### config.mk
export PLATFORM = sky130hd
export DESIGN_NAME = switcher_softstart_overload_ctrl
export DESIGN_NICKNAME = d
export VERILOG_FILES = /design/src/verilog/switch_supervisor_pkg.sv /design/src/verilog/switcher_softstart_overload_ctrl.sv
export VERILOG_INCLUDE_DIRS = /design/src /design/src/verilog
export SDC_FILE = /design/constraint.sdc
export NUM_CORES = 1
export LEC_CHECK = 0
export BUFFER_PORTS_ARGS = -buffer_cell sky130_fd_sc_hd__buf_2
export CELL_PAD_IN_SITES_DETAIL_PLACEMENT = 1
export CELL_PAD_IN_SITES_GLOBAL_PLACEMENT = 1
export CORE_MARGIN = 3
export CORE_UTILIZATION = 30
export CTS_CLUSTER_SIZE = 24
export DETAILED_ROUTE_END_ITERATION = 6
export GPL_ROUTABILITY_DRIVEN = 0
export PLACE_DENSITY_LB_ADDON = 0.05
export RECOVER_POWER = 50
export SLEW_MARGIN = 40
export SYNTH_ARGS = -nofsm -noshare
export SYNTH_HDL_FRONTEND = slang
export SYNTH_SLANG_ARGS = --single-unit
export TNS_END_PERCENT = 50
### constraint.sdc
create_clock -name clk_in -period 3.1 [get_ports clk_in]
set_input_delay 0.62 -clock clk_in [delete_from_list [all_inputs] [get_ports clk_in]]
set_output_delay 0.62 -clock clk_in [all_outputs]
set_load 0.05 [all_outputs]
### src/verilog/switch_supervisor_defs.svh
// Timing and setpoint constants for the switching-cycle supervisor.
`ifndef SWITCH_SUPERVISOR_DEFS_SVH
`define SWITCH_SUPERVISOR_DEFS_SVH

`define CLK_RATE_HZ            200000000
`define NOMINAL_SWITCH_RATE_HZ 30000
`define MINIMUM_SWITCH_RATE_HZ 15000
`define SOFT_START_TIME_MS     8
`define OVERLOAD_TRIP_TIME_MS  50
`define RESTART_TIME_MS        1000
`define SOFT_START_STEPS       8
`define MIN_ON_TIME_NS         400
// Cycles of clk_in per nominal switching period (shortest time, rounded down).
`define PERIOD_CYCLES          (`CLK_RATE_HZ / `NOMINAL_SWITCH_RATE_HZ)
// Minimum on-time in clock cycles (least time, rounded up).
`define MIN_ON_CYCLES          ((`MIN_ON_TIME_NS * (`CLK_RATE_HZ / 1000000) + 999) / 1000)
// Switching periods per soft-start step.
`define SS_STEP_PERIODS        \
  ((`SOFT_START_TIME_MS * `NOMINAL_SWITCH_RATE_HZ) / (1000 * `SOFT_START_STEPS))
// Overcurrent counter terminal count in switching cycles.
`define OVL_TRIP_COUNT         ((`OVERLOAD_TRIP_TIME_MS * `NOMINAL_SWITCH_RATE_HZ) / 1000)
// Restart interval in clock cycles.
`define RESTART_CYCLES         (`RESTART_TIME_MS * (`CLK_RATE_HZ / 1000))

`endif

### src/verilog/switch_supervisor_pkg.sv
// Types shared by the switching-cycle supervisor.
package switch_supervisor_pkg;
  typedef enum logic [1:0] {
    ST_SOFT_START,
    ST_RUN,
    ST_RESTART_WAIT
  } sup_state_e;
endpackage : switch_supervisor_pkg

### src/verilog/switcher_softstart_overload_ctrl.sv
// Soft-start, pulse skipping and overload auto-restart supervisor.
// Functional notes
// Soft-start raises current limit setpoint from zero to full in 8 equal steps.
// Full soft-start ramp lasts 8 ms.
// Every start-up attempt and every fault begins a new soft-start.
// Overcurrent inside minimum on-time skips the following switching cycle.
// Skipping halves switching rate, never below about 15 kHz.
// No overcurrent inside minimum on-time restores nominal switching rate.
// Each cycle reaching full current limit increments overcurrent counter.
// Trip overload protection when counter reaches end of count (50 ms).
// On trip switch off and stay disabled for about 1 s.
// After restart interval resume switching; repeat trip cycle if overload persists.
// Every restart after trip starts with a full soft-start ramp.
// Overload gone before trip: counter decrements one per cycle to zero.
// Fault clearing during restart interval still waits the full interval.
// Overload time counted in switching cycles; skipping stretches it to 100 ms.
// Terminal count equals 50 ms times 30 kHz; counter never wraps below zero.
`timescale 1ns/1ps
`include "switch_supervisor_defs.svh"

module switcher_softstart_overload_ctrl
  import switch_supervisor_pkg::*;
#(
  parameter int SETPOINT_W     = 8,
  parameter int PERIOD_CYCLES  = `PERIOD_CYCLES,
  parameter int MIN_ON_CYCLES  = `MIN_ON_CYCLES,
  parameter int SS_STEP_PERIODS = `SS_STEP_PERIODS,
  parameter int OVL_TRIP_COUNT = `OVL_TRIP_COUNT,
  parameter int RESTART_CYCLES = `RESTART_CYCLES,
  parameter logic [SETPOINT_W-1:0] FULL_LIMIT = 8'hF8
) (
  input  wire logic                  clk_in,
  input  wire logic                  rst_n_in,
  input  wire logic                  overcurrent_comparator_in,
  output logic                       gate_enable_out,
  output logic [SETPOINT_W-1:0]      current_limit_out,
  output logic                       overload_protection_out,
  output logic                       skip_active_out
);

  // ===========================================================================
  // Input synchroniser and local widths
  // ===========================================================================
  localparam int PW = $clog2(PERIOD_CYCLES + 1);
  localparam int SW = $clog2(SS_STEP_PERIODS + 1);
  localparam int OW = $clog2(OVL_TRIP_COUNT + 1);
  localparam int RW = $clog2(RESTART_CYCLES + 1);
  localparam logic [SETPOINT_W-1:0] STEP_SIZE =
    SETPOINT_W'(FULL_LIMIT / `SOFT_START_STEPS);

  logic oc_meta_q;
  logic oc_sync_q;

  always_ff @(posedge clk_in or negedge rst_n_in) begin
    if (!rst_n_in) begin
      oc_meta_q <= 1'b0;
      oc_sync_q <= 1'b0;
    end else begin
      oc_meta_q <= overcurrent_comparator_in;
      oc_sync_q <= oc_meta_q;
    end
  end

  // ===========================================================================
  // State and counters
  // ===========================================================================
  sup_state_e            state_q, state_d;
  logic [PW-1:0]         phase_q;
  logic [SW-1:0]         ss_div_q;
  logic [3:0]            ss_step_q;
  logic [OW-1:0]         ovl_cnt_q, ovl_cnt_d;
  logic [RW-1:0]         restart_q;
  logic                  skip_cur_q;
  logic                  oc_seen_q;
  logic                  early_oc_q;
  logic                  on_q;

  wire period_end   = (phase_q == PW'(PERIOD_CYCLES - 1));
  wire in_min_on    = (phase_q < PW'(MIN_ON_CYCLES));
  wire switching    = (state_q != ST_RESTART_WAIT);
  wire active_cycle = switching && !skip_cur_q;
  wire ss_done      = (ss_step_q == 4'(`SOFT_START_STEPS));
  wire trip         = period_end && active_cycle && oc_seen_q
                      && (ovl_cnt_q == OW'(OVL_TRIP_COUNT - 1));
  wire restart_done = (restart_q == RW'(RESTART_CYCLES - 1));
  // An early hit in a live cycle drops the gate pulse of the very next cycle.
  wire skip_due     = active_cycle && early_oc_q;

  // Counter moves once per unskipped switching cycle, so skipped cycles lengthen the trip time.
  always_comb begin
    ovl_cnt_d = ovl_cnt_q;
    if (period_end && active_cycle) begin
      if (oc_seen_q) begin
        ovl_cnt_d = ovl_cnt_q + OW'(1);
      end else if (ovl_cnt_q != '0) begin
        ovl_cnt_d = ovl_cnt_q - OW'(1);
      end
    end
    if (trip) begin
      ovl_cnt_d = '0;
    end
  end

  always_comb begin
    state_d = state_q;
    case (state_q)
      ST_SOFT_START:   if (trip) state_d = ST_RESTART_WAIT; else if (ss_done) state_d = ST_RUN;
      ST_RUN:          if (trip) state_d = ST_RESTART_WAIT;
      ST_RESTART_WAIT: if (restart_done) state_d = ST_SOFT_START;
      default:         state_d = ST_SOFT_START;
    endcase
  end

  // Reset lands in soft-start, so every power-up attempt ramps from zero.
  always_ff @(posedge clk_in or negedge rst_n_in) begin
    if (!rst_n_in) begin
      state_q   <= ST_SOFT_START;
      ovl_cnt_q <= '0;
    end else begin
      state_q   <= state_d;
      ovl_cnt_q <= ovl_cnt_d;
    end
  end

  always_ff @(posedge clk_in or negedge rst_n_in) begin
    if (!rst_n_in) begin
      phase_q <= '0;
    end else if (period_end || !switching) begin
      phase_q <= '0;
    end else begin
      phase_q <= phase_q + PW'(1);
    end
  end

  // ===========================================================================
  // Soft-start ramp
  // ===========================================================================
  always_ff @(posedge clk_in or negedge rst_n_in) begin
    if (!rst_n_in) begin
      ss_div_q  <= '0;
      ss_step_q <= '0;
    end else if (state_q != ST_SOFT_START) begin
      ss_div_q  <= '0;
      ss_step_q <= (state_q == ST_RUN) ? 4'(`SOFT_START_STEPS) : 4'h0;
    end else if (period_end && !ss_done) begin
      if (ss_div_q == SW'(SS_STEP_PERIODS - 1)) begin
        ss_div_q  <= '0;
        ss_step_q <= ss_step_q + 4'h1;
      end else begin
        ss_div_q <= ss_div_q + SW'(1);
      end
    end
  end

  wire [SETPOINT_W-1:0] ramp_limit = ss_done ? FULL_LIMIT
                                   : SETPOINT_W'(ss_step_q * STEP_SIZE);

  // ===========================================================================
  // Pulse skipping
  // ===========================================================================
  // Only one cycle in two may be skipped, which floors the rate at half nominal.
  always_ff @(posedge clk_in or negedge rst_n_in) begin
    if (!rst_n_in) begin
      oc_seen_q  <= 1'b0;
      early_oc_q <= 1'b0;
      skip_cur_q <= 1'b0;
    end else if (!switching) begin
      oc_seen_q  <= 1'b0;
      early_oc_q <= 1'b0;
      skip_cur_q <= 1'b0;
    end else if (period_end) begin
      oc_seen_q  <= 1'b0;
      early_oc_q <= 1'b0;
      skip_cur_q <= skip_due;
    end else if (on_q && oc_sync_q) begin
      oc_seen_q  <= 1'b1;
      early_oc_q <= early_oc_q | in_min_on;
    end
  end

  // The switch opens on the first comparator hit, or at half period.
  always_ff @(posedge clk_in or negedge rst_n_in) begin
    if (!rst_n_in) begin
      on_q <= 1'b0;
    end else if (period_end) begin
      on_q <= switching && !skip_due && !trip;
    end else if (!active_cycle || oc_sync_q || phase_q >= PW'(PERIOD_CYCLES / 2)) begin
      on_q <= 1'b0;
    end
  end

  always_ff @(posedge clk_in or negedge rst_n_in) begin
    if (!rst_n_in) begin
      restart_q <= '0;
    end else if (state_q == ST_RESTART_WAIT) begin
      restart_q <= restart_q + RW'(1);
    end else begin
      restart_q <= '0;
    end
  end

  // ===========================================================================
  // Outputs
  // ===========================================================================
  always_ff @(posedge clk_in or negedge rst_n_in) begin
    if (!rst_n_in) begin
      current_limit_out       <= '0;
      overload_protection_out <= 1'b0;
      skip_active_out         <= 1'b0;
    end else begin
      // Keyed on the next state so the setpoint drops on the same edge the flag rises.
      current_limit_out       <= (state_d != ST_RESTART_WAIT) ? ramp_limit : '0;
      overload_protection_out <= (state_d == ST_RESTART_WAIT);
      skip_active_out         <= skip_cur_q;
    end
  end

  assign gate_enable_out = on_q;
endmodule : switcher_softstart_overload_ctrl

==> results.rst <==
.. list-table::
   :header-rows: 1

   * - Metric
     - Value
   * - Clock power share
     - 49.8%
   * - Worst path max stage delay
     - around 0.60 ns
   * - Worst EP arrival
     - 3.13 ns
   * - #FFs+latches synth
     - 79
   * - Synth Instances
     - 463
   * - Power share of the sequential group
     - 49.1%
   * - Nets@finish
     - 520
   * - Worst path slowest cell
     - sky130_fd_sc_hd__fa_1
   * - Leakage component of the power
     - between 2 and 2.5 nW
   * - Power density over the cells
     - 414 mW/mm2
   * - Post-synth EDFFs
     - 0
   * - Number of hold violations in the final report
     - 0
   * - Class of the most critical hold timing path
     - flip-flop to flip-flop
   * - Crit start category
     - flip-flop
   * - Commonest non-fill, non-tap cells in the layout
     - sky130_fd_sc_hd__dfrtp_1, sky130_fd_sc_hd__nor2_1, sky130_fd_sc_hd__nand2_1, sky130_fd_sc_hd__nand3_1
   * - Run status
     - finished clean
   * - Cell at the root of the clock tree
     - sky130_fd_sc_hd__clkbuf_16
   * - Peak supply drop
     - 0.221 mV
   * - Die outline width
     - 128 um
   * - Max-capacitance violation count
     - 0
   * - Path type of the worst setup path
     - flip-flop to flip-flop
   * - Fraction of power spent switching nets
     - a little over a fifth
   * - Flip-flop cell with the highest count after synthesis
     - sky130_fd_sc_hd__dfrtp_1
   * - Core Rows
     - 44
   * - DRT Wirelength
     - 10400 um
   * - Synthesized cell area
     - ~0.0045 mm2
   * - Number of pins exceeding their max-slew limit in the final report
     - 0
   * - Required time reported for the critical path endpoint
     - 3.30 ns
   * - Drt first-iter violations
     - 106
   * - Sequential share of the synthesized area
     - 44.1%
   * - ANT cells
     - 0
   * - Worst-Margin Slew
     - 1.31 ns
   * - Number of antenna violations at the first check in global routing
     - 0
   * - Sink count of the clock tree
     - ~80
   * - Number of global-route vias before repair
     - 3642
   * - CP Capture Type
     - flip-flop
   * - Number of I/O pins
     - 14
   * - Buffer and inverter count on the worst path
     - 2
   * - Chip height
     - 128 um
   * - Avg Inst Size Synth
     - 9.68 um2
   * - Total global-route track usage
     - approximately 14%
   * - Highest net fanout along the worst path
     - 5
   * - Max-slew headroom at the worst pin
     - 12.7%
   * - Placeable Area
     - 0.0146 mm2
   * - Maximum clock rate
     - roughly 340 MHz
   * - Number of library cell types mapped by synthesis
     - 49
   * - Total negative slack for setup checks
     - 0 ns
   * - Initial Util
     - slightly above 30%
   * - Power Internal
     - ~1.7 mW
   * - Number of optimization iterations in the first detailed-route pass
     - 4
   * - Insertion delay to the later sink of the worst-skew pair
     - 0.34 ns
   * - Global-route wire length before repair
     - 18600 um
   * - Wire length per cell
     - 15.4 um
   * - Final number of setup-violating endpoints
     - 0
   * - Register-to-register setup slack
     - 0.17 ns
   * - Clk buf depth
     - 2
   * - Area enclosed by the die boundary
     - 0.0164 mm2
   * - Count of buffers inserted at the top-level ports
     - 13
   * - Crit path cell chain
     - fa_1 -> inv_1 -> fa_1 -> inv_1 -> ha_1 -> a21o_1 -> a21oi_2 -> o221ai_1 -> xnor2_1 -> a21oi_1
   * - Hold slack
     - 0.367 ns
   * - Post-detailed-route count of antenna-violating nets
     - 0
   * - Commonest non-fill, non-tap cell in the layout
     - sky130_fd_sc_hd__dfrtp_1
   * - Detailed Place HPWL
     - 7430 um
   * - Global route overflow
     - 0
   * - Min cycle time layout
     - 2.93 ns
   * - Maximum number of pins on one net before global-route repair
     - 51
   * - Remaining routing DRC violations
     - 0
   * - Fraction of final layout cells with drive strength greater than 1
     - 8.78%
   * - Hold bufs inserted after CTS
     - 0
   * - Gate power share
     - under 10%
   * - H-Tree Level Count
     - 3
   * - Total via count in the routed design
     - 3332
   * - Max Clock Skew
     - 0.00595 ns
   * - Reported net switching power
     - 0.451 mW
   * - Unrepaired setup endpoints after global routing
     - false
   * - Final clock period utilization by the worst path
     - a little over nine tenths
   * - Ys async rst share
     - 100%
   * - Clock-pin transition on the worst setup and hold timing paths
     - 0.06 ns
   * - Synthesized Nets
     - 497
   * - Area growth from synthesis to layout
     - 13.3%
   * - Syn. warnings
     - 0
   * - Clock tree from TritonCTS
     - yes
   * - Routed via count divided by cell count
     - ~5
   * - Clock buffers created by TritonCTS
     - 9
   * - CP top delay family
     - adder cells
-- registers in the layout, indices dropped and copies added, names as in the netlist --
name	flops
current_limit_out	8
early_oc_q	1
gate_enable_out	1
oc_meta_q	1
oc_seen_q	1
oc_sync_q	1
overload_protection_out	1
ovl_cnt_q	11
phase_q	13
restart_q	28
skip_active_out	1
skip_cur_q	1
ss_div_q	5
ss_step_q	4
state_q	2
-- path summary, 6_finish.rpt --
path	cells after the start	from	to
worst max register to register	10	ss_step_q[2]	current_limit_out[7]
worst min register to register	0	oc_meta_q	oc_sync_q
max in group asynchronous	2	rst_n_in	ovl_cnt_q[6]
worst max-delay path	10	ss_step_q[2]	current_limit_out[7]
worst min-delay path	0	oc_meta_q	oc_sync_q
min in group asynchronous	1	rst_n_in	restart_q[14]
-- synthesized netlist by cell type (5+ instances only) --
cell type	instances	area share (%)
sky130_fd_sc_hd__nor3_1	11	1.2
sky130_fd_sc_hd__xor2_1	26	5.1
sky130_fd_sc_hd__fa_1	5	2.2
sky130_fd_sc_hd__o21ai_0	19	2.1
sky130_fd_sc_hd__clkbuf_1	6	0.50
sky130_fd_sc_hd__and3_1	6	0.84
sky130_fd_sc_hd__a21o_1	9	1.5
sky130_fd_sc_hd__nand3_1	27	3.0
sky130_fd_sc_hd__xnor2_1	23	4.5
sky130_fd_sc_hd__nand4_1	12	1.7
sky130_fd_sc_hd__dfrtp_1	79	44
sky130_fd_sc_hd__nand2_1	43	3.6
sky130_fd_sc_hd__a21oi_1	21	2.3
sky130_fd_sc_hd__inv_1	22	1.8
sky130_fd_sc_hd__ha_1	26	7.3
sky130_fd_sc_hd__nor2_1	58	4.9
sky130_fd_sc_hd__o31ai_1	8	1.3
-- worst reg2reg max path: cells and delay by family (launching register included) --
kind	cells	cell delay [ns]
adder cells (fa/ha/maj)	3	1.40
buffers and inverters	2	0.14
AO/OA/AOI/OAI	4	0.61
flip-flops	1	0.46
XOR/XNOR	1	0.19
-- per-stage QoR --
stage	power, mW	instance area (um2)	worst slack, ns	instances	util, %
after detailed placement	1.08	4800	0.0930	659	32.9
final	2.10	5080	0.174	674	34.8
after floorplan	1.05	4480	0.300	463	-
after global placement	1.08	4800	0.179	659	32.9
after global routing	2.21	5080	0.0141	674	34.8
after CTS	2.15	5080	0.0772	674	34.8
-- power by group through the flow --
| stage | Combinational, mW | Sequential [mW] | Clock (mW) |
|---|---|---|---|
| 2_1_floorplan | 0.000527 | 1.05 | 0 |
| 6_report | 0.0231 | 1.03 | 1.05 |
| 3_5_place_dp | 0.0272 | 1.05 | 0 |
| 3_3_place_gp | 0.0273 | 1.05 | 0 |
| 4_1_cts | 0.0274 | 1.03 | 1.09 |
| 5_1_grt | 0.0286 | 1.03 | 1.15 |
-- routing by layer --
layer	global-route usage, %	vias to the layer above	wire (um)
li1	-	1661	-
met1	19.1	1641	5140
met2	22.3	17	4840
met3	3.62	13	254
met4	4.56	0	153
met5	0	-	0
-- cell type report --
cell class | count | area (um2)
timing repair buffer | 21 | 118
multi-input combinational | 353 | 2390
tap | 184 | 230
clock inverter | 4 | 47.5
fill | 1656 | 9510
sequential | 79 | 1980
clock buffer | 11 | 233
inverter | 22 | 82.6
-- timing repair --
action,CTS,global route
setup endpoints to repair,0,1
setup buffers,0,0
gates resized for setup,0,1
-- cells by family (layout without fill, tap and decap cells) --
family | after synthesis | after routing | synth area share (%)
buf+inv | 31 | 58 | 2.65
mux | 4 | 4 | 0.893
flops | 79 | 79 | 44.1
fa+ha+maj | 31 | 31 | 9.49
compound gates | 69 | 69 | 9.69
simple gates | 200 | 200 | 23.6
xor+xnor | 49 | 49 | 9.58
(Power assumes the default switching activity.)
